==> src/design/scx_pkg.sv <==
// Constants and carrier types for the system-control exception register group
package scx_pkg;

  // Byte addresses of the register words
  localparam logic [31:0] SCX_ADDR_AIRC  = 32'he000ed0c;
  localparam logic [31:0] SCX_ADDR_SVPRI = 32'he000ed1c;
  localparam logic [31:0] SCX_ADDR_TKPRI = 32'he000ed20;
  localparam logic [31:0] SCX_ADDR_HCS   = 32'he000ed24;

  // Application interrupt and reset control fields
  localparam int          SCX_KEY_MSB     = 31;
  localparam int          SCX_KEY_LSB     = 16;
  localparam logic [15:0] SCX_WRITE_KEY   = 16'h05fa;
  localparam logic [15:0] SCX_READ_KEY    = 16'hfa05;
  localparam int          SCX_BYTE_ORDER  = 15;
  localparam int          SCX_RESET_BIT   = 2;
  localparam int          SCX_CLR_ACT_BIT = 1;

  // Priority field positions, top two bits of each byte lane
  localparam int SCX_PRI_B3 = 30;
  localparam int SCX_PRI_B2 = 22;
  localparam int SCX_PRI_B1 = 14;
  localparam int SCX_PRI_B0 = 6;
  localparam int SCX_PRI_W  = 2;

  // Handler control and state field
  localparam int SCX_SVC_PEND_BIT = 15;

  // Reset values
  localparam logic [1:0]  SCX_PRI_RST  = 2'h0;
  localparam logic [31:0] SCX_DATA_RST = 32'h00000000;

  // Exception priorities seen by the core
  typedef struct packed {
    logic [1:0] supervisorCall;
    logic [1:0] tickTimer;
    logic [1:0] deferredService;
    logic [1:0] reservedHigh;
    logic [1:0] reservedLow;
  } scx_prio_type;

  // Whole register state of the block
  typedef struct packed {
    scx_prio_type prio;
    logic         resetReq;
    logic         clrActive;
    logic         svcPending;
    logic [31:0]  rdata;
    logic         slvErr;
  } scx_state_type;

endpackage

==> src/design/scx_exception_regs.sv <==
// System-control exception registers behind an APB slave port
//
// Functional notes
// - Keyed writes act only with key 0x5FA
// - Key field reads back as 0xFA05
// - Byte order bit always reads little endian
// - Keyed write of bit 2 requests reset
// - Reset request held until system reset clears
// - Keyed bit 1 clears active state, self-clears
// - Priorities two bits, top of byte lane
// - Unused priority bits read zero, ignore writes
// - Priority fields at their two word addresses
// - Bit 15 shows and sets call pending
//
// The APB slave port was chosen for this implementation.
module scx_exception_regs
  import scx_pkg::*;
#(
  parameter int ADDR_W = 32
) (
  input  wire logic          core_clk,
  input  wire logic          sys_rst,
  input  wire logic          psel,
  input  wire logic          penable,
  input  wire logic          pwrite,
  input  wire logic [31:0]   paddr,
  input  wire logic [31:0]   pwdata,
  input  wire logic [3:0]    pstrb,
  output logic               pready,
  output logic [31:0]        prdata,
  output logic               pslverr,
  input  wire logic          svcPendSet,
  input  wire logic          svcPendClr,
  output scx_prio_type       prioOut,
  output logic               supervisorCallPending,
  output logic               systemResetRequest,
  output logic               clearActiveState
);

  // Full 32-bit decode is needed for the fixed word addresses
  if (ADDR_W != 32) begin : g_bad_width
    $error("scx_exception_regs: ADDR_W must be 32");
  end

  scx_state_type stateQ;
  scx_state_type stateD;
  logic          setupPh;
  logic          wrDone;
  logic          keyOk;
  logic          hitAirc;
  logic          hitSvPri;
  logic          hitTkPri;
  logic          hitHcs;
  logic          hitAny;

  // Phase and decode terms
  assign setupPh  = psel && !penable;
  assign wrDone   = psel && penable && pwrite;
  assign keyOk    = pwdata[SCX_KEY_MSB:SCX_KEY_LSB] == SCX_WRITE_KEY;
  assign hitAirc  = paddr == SCX_ADDR_AIRC;
  assign hitSvPri = paddr == SCX_ADDR_SVPRI;
  assign hitTkPri = paddr == SCX_ADDR_TKPRI;
  assign hitHcs   = paddr == SCX_ADDR_HCS;
  assign hitAny   = hitAirc || hitSvPri || hitTkPri || hitHcs;

  // Zero wait states: read data is captured during the setup cycle
  assign pready  = psel && penable;
  assign prdata  = stateQ.rdata;
  assign pslverr = psel && penable && stateQ.slvErr;

  assign prioOut               = stateQ.prio;
  assign supervisorCallPending = stateQ.svcPending;
  assign systemResetRequest    = stateQ.resetReq;
  assign clearActiveState      = stateQ.clrActive;

  // Next-state logic for every register of the block
  always_comb begin
    stateD           = stateQ;
    stateD.clrActive = 1'b0;
    // Read data and error flag prepared in the setup cycle
    if (setupPh) begin
      stateD.rdata  = SCX_DATA_RST;
      stateD.slvErr = 1'b0;
      if (hitAirc) begin
        stateD.rdata[SCX_KEY_MSB:SCX_KEY_LSB] = SCX_READ_KEY;
        stateD.rdata[SCX_BYTE_ORDER] = 1'b0;
        stateD.rdata[SCX_RESET_BIT] = stateQ.resetReq;
      end else if (hitSvPri) begin
        stateD.rdata[SCX_PRI_B3 +: SCX_PRI_W] =
          stateQ.prio.supervisorCall;
      end else if (hitTkPri) begin
        stateD.rdata[SCX_PRI_B3 +: SCX_PRI_W] =
          stateQ.prio.tickTimer;
        stateD.rdata[SCX_PRI_B2 +: SCX_PRI_W] = stateQ.prio.deferredService;
        stateD.rdata[SCX_PRI_B1 +: SCX_PRI_W] = stateQ.prio.reservedHigh;
        stateD.rdata[SCX_PRI_B0 +: SCX_PRI_W] = stateQ.prio.reservedLow;
      end else if (hitHcs) begin
        stateD.rdata[SCX_SVC_PEND_BIT] = stateQ.svcPending;
      end else begin
        stateD.slvErr = 1'b1;
      end
    end
    // Writes take effect at the completing access edge only
    if (wrDone) begin
      if (hitAirc) begin
        // A wrong key leaves the whole word without effect
        if (keyOk && pstrb[0] && pwdata[SCX_RESET_BIT]) begin
          stateD.resetReq = 1'b1;
        end
        if (keyOk && pstrb[0] && pwdata[SCX_CLR_ACT_BIT]) begin
          stateD.clrActive = 1'b1;
        end
      end else if (hitSvPri) begin
        if (pstrb[3]) begin
          stateD.prio.supervisorCall =
            pwdata[SCX_PRI_B3 +: SCX_PRI_W];
        end
      end else if (hitTkPri) begin
        // Only the two top bits of each lane are stored
        if (pstrb[3]) begin
          stateD.prio.tickTimer = pwdata[SCX_PRI_B3 +: SCX_PRI_W];
        end
        if (pstrb[2]) begin
          stateD.prio.deferredService = pwdata[SCX_PRI_B2 +: SCX_PRI_W];
        end
        if (pstrb[1]) begin
          stateD.prio.reservedHigh = pwdata[SCX_PRI_B1 +: SCX_PRI_W];
        end
        if (pstrb[0]) begin
          stateD.prio.reservedLow = pwdata[SCX_PRI_B0 +: SCX_PRI_W];
        end
      end else if (hitHcs) begin
        if (pstrb[1]) begin
          stateD.svcPending = pwdata[SCX_SVC_PEND_BIT];
        end
      end
    end
    // Core events: a set wins over any clear in the same cycle
    if (svcPendClr) begin
      stateD.svcPending = 1'b0;
    end
    if (svcPendSet) begin
      stateD.svcPending = 1'b1;
    end
  end

  // Reset request stays up until the product reset clears it
  always_ff @(posedge core_clk or posedge sys_rst) begin
    if (sys_rst) begin
      stateQ <= '0;
    end else begin
      stateQ <= stateD;
    end
  end
endmodule

==> config.mk <==
export PLATFORM = sky130hd
export DESIGN_NAME = scx_exception_regs
export DESIGN_NICKNAME = d
export VERILOG_FILES = /design/src/design/scx_pkg.sv /design/src/design/scx_exception_regs.sv
export SDC_FILE = /design/constraint.sdc
export NUM_CORES = 1
export LEC_CHECK = 0
export BUFFER_PORTS_ARGS = -buffer_cell sky130_fd_sc_hd__buf_4
export CAP_MARGIN = 5
export CORE_MARGIN = 3
export CORE_UTILIZATION = 28
export DETAILED_ROUTE_END_ITERATION = 10
export PLACE_DENSITY = 0.69
export SYNTH_ARGS = -nofsm -noshare
export SYNTH_HDL_FRONTEND = slang
export SYNTH_SLANG_ARGS = --single-unit
==> constraint.sdc <==
create_clock -name core_clk -period 1.18 [get_ports core_clk]
set_input_delay 0.236 -clock core_clk [delete_from_list [all_inputs] [get_ports core_clk]]
set_output_delay 0.236 -clock core_clk [all_outputs]
set_load 0.005 [all_outputs]
[Word-level counts from Yosys, hierarchy flattened]
Index checks and enable logic that the tools add are counted.
Operators by class
  equal/unequal tests: 8
  muxes and demuxes: 32
  bitwise operators: 2
  reduce and logical (&&, ||, !) cells: 18
Operator list (count)
  32-bit equality test, second input constant: 4
  2-bit 2-to-1 mux: 11
  5-bit AND reduction: 4
  1-bit 2-to-1 mux: 19
  16-bit by 11-bit equality test with 1-bit output, second input constant: 1
  3-bit inequality test, second input constant: 3
  3-bit nonzero test: 3
  1-bit logical AND: 7
  6-bit 2-to-1 mux: 1
  6-bit AND reduction: 1
  4-bit AND reduction: 1
  3-bit 2-to-1 mux: 1
  3-bit AND reduction: 1
  1-bit NOT: 2
  1-bit logical NOT: 1
Storage, ports and cells
  register bits: 35
  input bits: 75
  output and inout port bits: 47
  word-level logic and storage cells: 70

[Longest topological paths before layout]
Gate-level depths: netlist of run 1.
  depth in word-level cells: 8
  mapped depth: 5
  depth with buffers taken out: 4

[Worst setup path after synthesis of run 1]
Ideal clock, no wire load.
  kind: input -> register
  from: input port paddr[17]
  to: register stateQ (netlist bit supervisorCallPending)
  arrival time: 1.503 ns
  path slack: -0.447 ns
  stages on the path: 4
  buffers on the path: 0
  cells stage by stage: nor4b_2 > nand4_2 > or4_1 > a211o_1
On the way
  longest elaborated chain between the ends: 3
  elaborated cells between the ends (all ways): 9
Ends and longest elaborated chain
  start, declared: line scx_exception_regs.sv:26  | input wire logic [31:0] paddr,
  32-bit equality test (on tied branches)
  3-bit inequality test (no source line) or 3-bit nonzero test (tied branches)
  6-bit AND reduction (no source line) (*)
  end signal, assigned: line scx_exception_regs.sv:152  | stateQ <= stateD;
  end, declared: line scx_exception_regs.sv:45  | scx_state_type stateQ;
Mark *: on every way between the ends. The rest lies on a longest branch, timed or not.
A chain may end at the register's enable or synchronous reset.

[Worst setup path after layout of run 1]
  from: input port paddr[9]
  to: register stateQ (netlist bit supervisorCallPending)
The elaborated chain is that of the path after synthesis.

==> results of run 1 <==
-- logic make-up after synthesis --
kind of cell,Yosys count,share of synthesized area
compound gates,15,0.07519
buf+inv,51,0.2171
mux,11,0.07597
simple gates,52,0.2574
other cells,1,0.002323
flops,24,0.3721
-- sequential cells by signal (all words and copies together), names as in the netlist --
name and count:
systemResetRequest 1, supervisorCallPending 1, clearActiveState 1, prdata 10, prioOut 10, stateQ 1
-- area by class of cell --
| type | count | area (µm²) | area share |
|---|---|---|---|
| well taps | 72 | 90.09 | 0.03303 |
| clock inverters | 1 | 30.03 | 0.01101 |
| multi-input cells | 95 | 922.1 | 0.3381 |
| clock buffers | 3 | 41.29 | 0.01514 |
| repair buffers | 128 | 1025 | 0.3757 |
| flip-flops and latches | 24 | 600.6 | 0.2202 |
| inverters | 5 | 18.77 | 0.006881 |
-- power by group --
part | internal, mW | total [mW] | switching, mW
clock network | 0.454 | 0.737 | 0.283
logic | 0.233 | 0.371 | 0.139
registers | 0.828 | 0.832 | 0.00398
total | 1.51 | 1.94 | 0.426
-- synthesized netlist by cell type (3+ instances only) --
| cell | instances | area share |
|---|---|---|
| dfrtp_1 | 24 | 0.37 |
| nand2_1 | 6 | 0.014 |
| a22o_1 | 5 | 0.027 |
| nor4_1 | 6 | 0.023 |
| nand4_1 | 4 | 0.016 |
| inv_1 | 5 | 0.012 |
| clkbuf_1 | 3 | 0.0070 |
| nor3_1 | 5 | 0.016 |
| mux2_2 | 10 | 0.070 |
| and4b_1 | 3 | 0.019 |
| buf_4 | 42 | 0.20 |
-- worst max-delay path: cells and delay by family --
family	cells	cell delay (ns)
AO/OA/AOI/OAI	1	0.26
AND/OR/NAND/NOR	3	1.02
buffers and inverters	1	0.11
-- per-layer routing --
layer	up-vias	track usage	part of all wire
li1	707	-	-
met4	0	0.03488	0.0079
met3	5	0.02961	0.081
met5	-	0	0
met1	707	0.1726	0.40
met2	72	0.2383	0.51
-- worst max path at each step --
| stage | from | to | slack, ns | cells after the start |
|---|---|---|---|---|
| CTS | paddr[17] | supervisorCallPending | -0.31 | 5 |
| detailed placement | paddr[20] | prioOut[3] | -0.66 | 6 |
| finish | paddr[9] | supervisorCallPending | -0.28 | 5 |
| floorplan | paddr[28] | supervisorCallPending | -0.39 | 4 |
| global placement | paddr[20] | prioOut[3] | -0.66 | 6 |
| global route | paddr[17] | prioOut[3] | -0.35 | 6 |
-- timing repair --
item | 4_1_cts | 5_1_grt
gates resized for setup | 39 | 10
pin swaps | 15 | 11
endpoints found under the setup margin | 25 | 26
setup buffers | 1 | 6
==> run summary, run 1 <==
GRT Util Overall = 0.1375
drt wl/cell = 14.30 µm
CTS Buffer Depth = 2
violated checks = setup timing
largest net degree at the start of global routing = 25
most common cell after layout, fill and taps aside = buf_4
Critical Path AT = 1.63 ns
Pleak = 1.447 nW
drt pass-1 iters = 4
Vias = 1491
number of global-route vias before repair = 1496
status = finished, violations left
Setup CP Type = input pin to flip-flop
Max VDD drop = 0.4389 mV
reg2reg setup slack = 0.09 ns
sequential share of the synthesized area = 0.3721
Post-route DRC = 0
crit-path cells = buf_4, and4bb_2, nand4_4, or4_1, a211o_1
Root Buffer = clkbuf_8
fin area = 0.002728 mm²
minimum clock period = 1.460 ns
critical path endpoint category = flip-flop
post-synthesis cell type count = 40
HPWL after DPL = 3717 µm
non-filler cells, final = 328
I/O Pins = 122
max-cap violations = 0
GR Overflow Total = 0
fin util = 0.4923
fraction of registers with async set or reset after synthesis = 1.000
Tot Pwr = 1.940 mW
Vias per Instance = 4.546
I/O Buffers = 94
fin crit share = 1.237
share of layout cells above drive strength 1 = 0.6563
initial antenna violation count = 0
fin nets = 332
RR Endpoint = prdata[15]
power density over the cells = 711.3 mW/mm²
clock tree from TritonCTS = yes
Final TNS setup = -3.856 ns
Worst R2R Path Depth = 3
HP Class = input pin to async pin
Die Area = 0.006712 mm²
main flop type after synthesis = dfrtp_1
CP Launch Type = input pin
Sink Count = 24
first-pass GRT wire length = 7079 µm
maximum clock frequency = 0.6849 GHz
CP max stage delay = 0.55 ns
placed cells = 317
final setup vio count = 23
crit-path max FO = 5
gpl congestion = 0.8300
drt total wl = 4691 µm
Synth Cell Area = 0.001614 mm²
Critical R2R Launch = prioOut[3]
htree depth = 1
FILL cells = 514
TritonCTS buffer count = 3
cell count after synthesis = 154
Hold Slack = 0.009224 ns
clock skew = 0.002515 ns
Critical-path top delay cell = or4_1
Area Overhead vs Synth = 68.99%
ant diodes = 0
RSZ-0062 raised after global routing = true
Post-Place Worst Slack = -0.6627 ns
Detailed Route Iter0 Violations = 80
Post-synth EDFFs = 0
Avg Synthesized Cell Area = 10.48 µm²
latest clock arrival within the worst-skew pair = 0.27 ns
most frequent cells in the layout = buf_4 (112), dfrtp_1 (24), conb_1 (17), buf_6 (15), mux2_4 (10)
die height = 81.93 µm
hold buffers post-CTS = 0
# rows = 27
Area after DPL = 0.002380 mm²
die width = 81.93 µm
initial core utilization = 0.2913
Clock transition at path regs = 0.09 ns
max-slew violation count = 0
synth warn = 0
Final Hold Fails = 0
Core ar. = 0.005540 mm²
Final WS setup = -0.2801 ns
antenna viol nets, final = 0
Synth Register Bits = 24
WP data required = 1.35 ns
Note: power is estimated with default switching activity, not from simulation.
==> run 2: changes to the inputs <==
--- a/config.mk
+++ b/config.mk
@@ -10,7 +10,7 @@
 export CORE_MARGIN = 3
 export CORE_UTILIZATION = 28
 export DETAILED_ROUTE_END_ITERATION = 10
-export PLACE_DENSITY = 0.69
+export PLACE_DENSITY = 0.71
 export SYNTH_ARGS = -nofsm -noshare
 export SYNTH_HDL_FRONTEND = slang
 export SYNTH_SLANG_ARGS = --single-unit
==> constraint.sdc (replaced) <==
create_clock -name core_clk -period 1.3 [get_ports core_clk]
set_input_delay 0.26 -clock core_clk [delete_from_list [all_inputs] [get_ports core_clk]]
set_output_delay 0.26 -clock core_clk [all_outputs]
set_load 0.005 [all_outputs]
==> run summary, run 2 (synthesized netlist as in run 1, its figures left out) <==
HPWL after DPL = 3679 µm
crit-path cells = buf_6, nor4b_4, nand4_1, nor4_2, buf_4, mux2_4
fin crit share = 1.138
drt pass-1 iters = 4
power density over the cells = 586.5 mW/mm²
CP max stage delay = 0.33 ns
Crit. Startpoint = paddr[26]
RR Endpoint = prdata[30]
Sink Count = 24
htree depth = 1
Final TNS setup = -2.000 ns
non-filler cells, final = 322
wl on met1 = 1885 µm
CTS Buffer Depth = 2
Core ar. = 0.005540 mm²
drt wl/cell = 15.23 µm
Detailed Route Iter0 Violations = 51
ant diodes = 0
Final WS setup = -0.1799 ns
Tot Pwr = 1.598 mW
WP data required = 1.46 ns
crit-path max FO = 3
RSZ-0062 raised after global routing = true
Worst R2R Path Depth = 3
Setup CP Type = input pin to flip-flop
gpl congestion = 0.7796
share of layout cells above drive strength 1 = 0.6600
minimum clock period = 1.480 ns
critical path endpoint category = flip-flop
max-cap violations = 0
initial antenna violation count = 0
reg2reg setup slack = 0.20 ns
initial core utilization = 0.2913
Clock transition at path regs = 0.09 ns
clock tree from TritonCTS = yes
FILL cells = 512
final setup vio count = 20
most common cell after layout, fill and taps aside = buf_4
TritonCTS buffer count = 3
Final Hold Fails = 0
Critical-path top delay cell = nor4b_4
Pleak = 1.430 nW
first-pass GRT wire length = 7238 µm
Post-route DRC = 0
die height = 81.93 µm
GRT Util Overall = 0.1411
max-slew violation count = 0
placed cells = 313
Critical Path AT = 1.64 ns
# rows = 27
violated checks = setup timing
Vias per Instance = 4.630
clock skew = 0.002089 ns
DR WL met2 = 2572 µm
antenna viol nets, final = 0
CP Launch Type = input pin
largest net degree at the start of global routing = 25
Area after DPL = 0.002350 mm²
number of global-route vias before repair = 1547
fin area = 0.002725 mm²
HP Class = input pin to async pin
Highest Signal Layer = met4
Max VDD drop = 0.4200 mV
Vias = 1491
Post-Place Worst Slack = -0.5404 ns
Hold Slack = 0.03103 ns
I/O Buffers = 94
fin nets = 326
Area Overhead vs Synth = 68.84%
status = finished, violations left
die width = 81.93 µm
maximum clock frequency = 0.6757 GHz
DR WL met3 = 416 µm
most frequent cells in the layout = buf_4 (104), dfrtp_1 (24), conb_1 (17), buf_6 (17), mux2_4 (10)
latest clock arrival within the worst-skew pair = 0.27 ns
fin util = 0.4919
Die Area = 0.006712 mm²
Critical R2R Launch = prioOut[8]
Root Buffer = clkbuf_8
drt total wl = 4905 µm
I/O Pins = 122
GR Overflow Total = 0
-- run 2: final cells by class --
| cell class | instances | area (µm²) | area share |
|---|---|---|---|
| Timing Repair Buffer | 122 | 992.2 | 0.3641 |
| Multi-Input combinational cell | 95 | 968.4 | 0.3554 |
| Sequential cell | 24 | 600.6 | 0.2204 |
| Tap cell | 72 | 90.09 | 0.03306 |
| Clock buffer | 4 | 55.05 | 0.02020 |
| Inverter | 5 | 18.77 | 0.006887 |
-- run 2: metal layers --
metal  vias to the layer above  track usage
met5                         -            0
met4                         0      0.02990
met3                         5      0.03509
met2                        76       0.2504
met1                       715       0.1715
li1                        695            -
-- run 2: critical path, delay by kind of cell --
family	cells	cell delay, ns
mux	1	0.29
buf+inv	2	0.25
simple gates	3	0.83
-- run 2: repair_timing --
action | in CTS | in global routing
hold buffers | 0 | 0
resized for setup | 38 | 20
buffers inserted | 4 | 2
pin swaps | 13 | 19
setup endpoints to repair | 21 | 24
-- run 2: power by group --
part	leakage [nW]	total, mW	switching (mW)	internal, mW
clock network	0.0288	0.519	0.248	0.271
logic	1.07	0.325	0.127	0.197
registers	0.330	0.755	0.00371	0.751
-- run 2: worst max path at each step --
stage | to | slack (ns) | cells after the start
detailed placement | prioOut[3] | -0.54 | 6
CTS | supervisorCallPending | -0.16 | 5
finish | prioOut[8] | -0.18 | 6
global placement | prioOut[2] | -0.53 | 6
global route | prioOut[8] | -0.26 | 6
floorplan | supervisorCallPending | -0.30 | 4
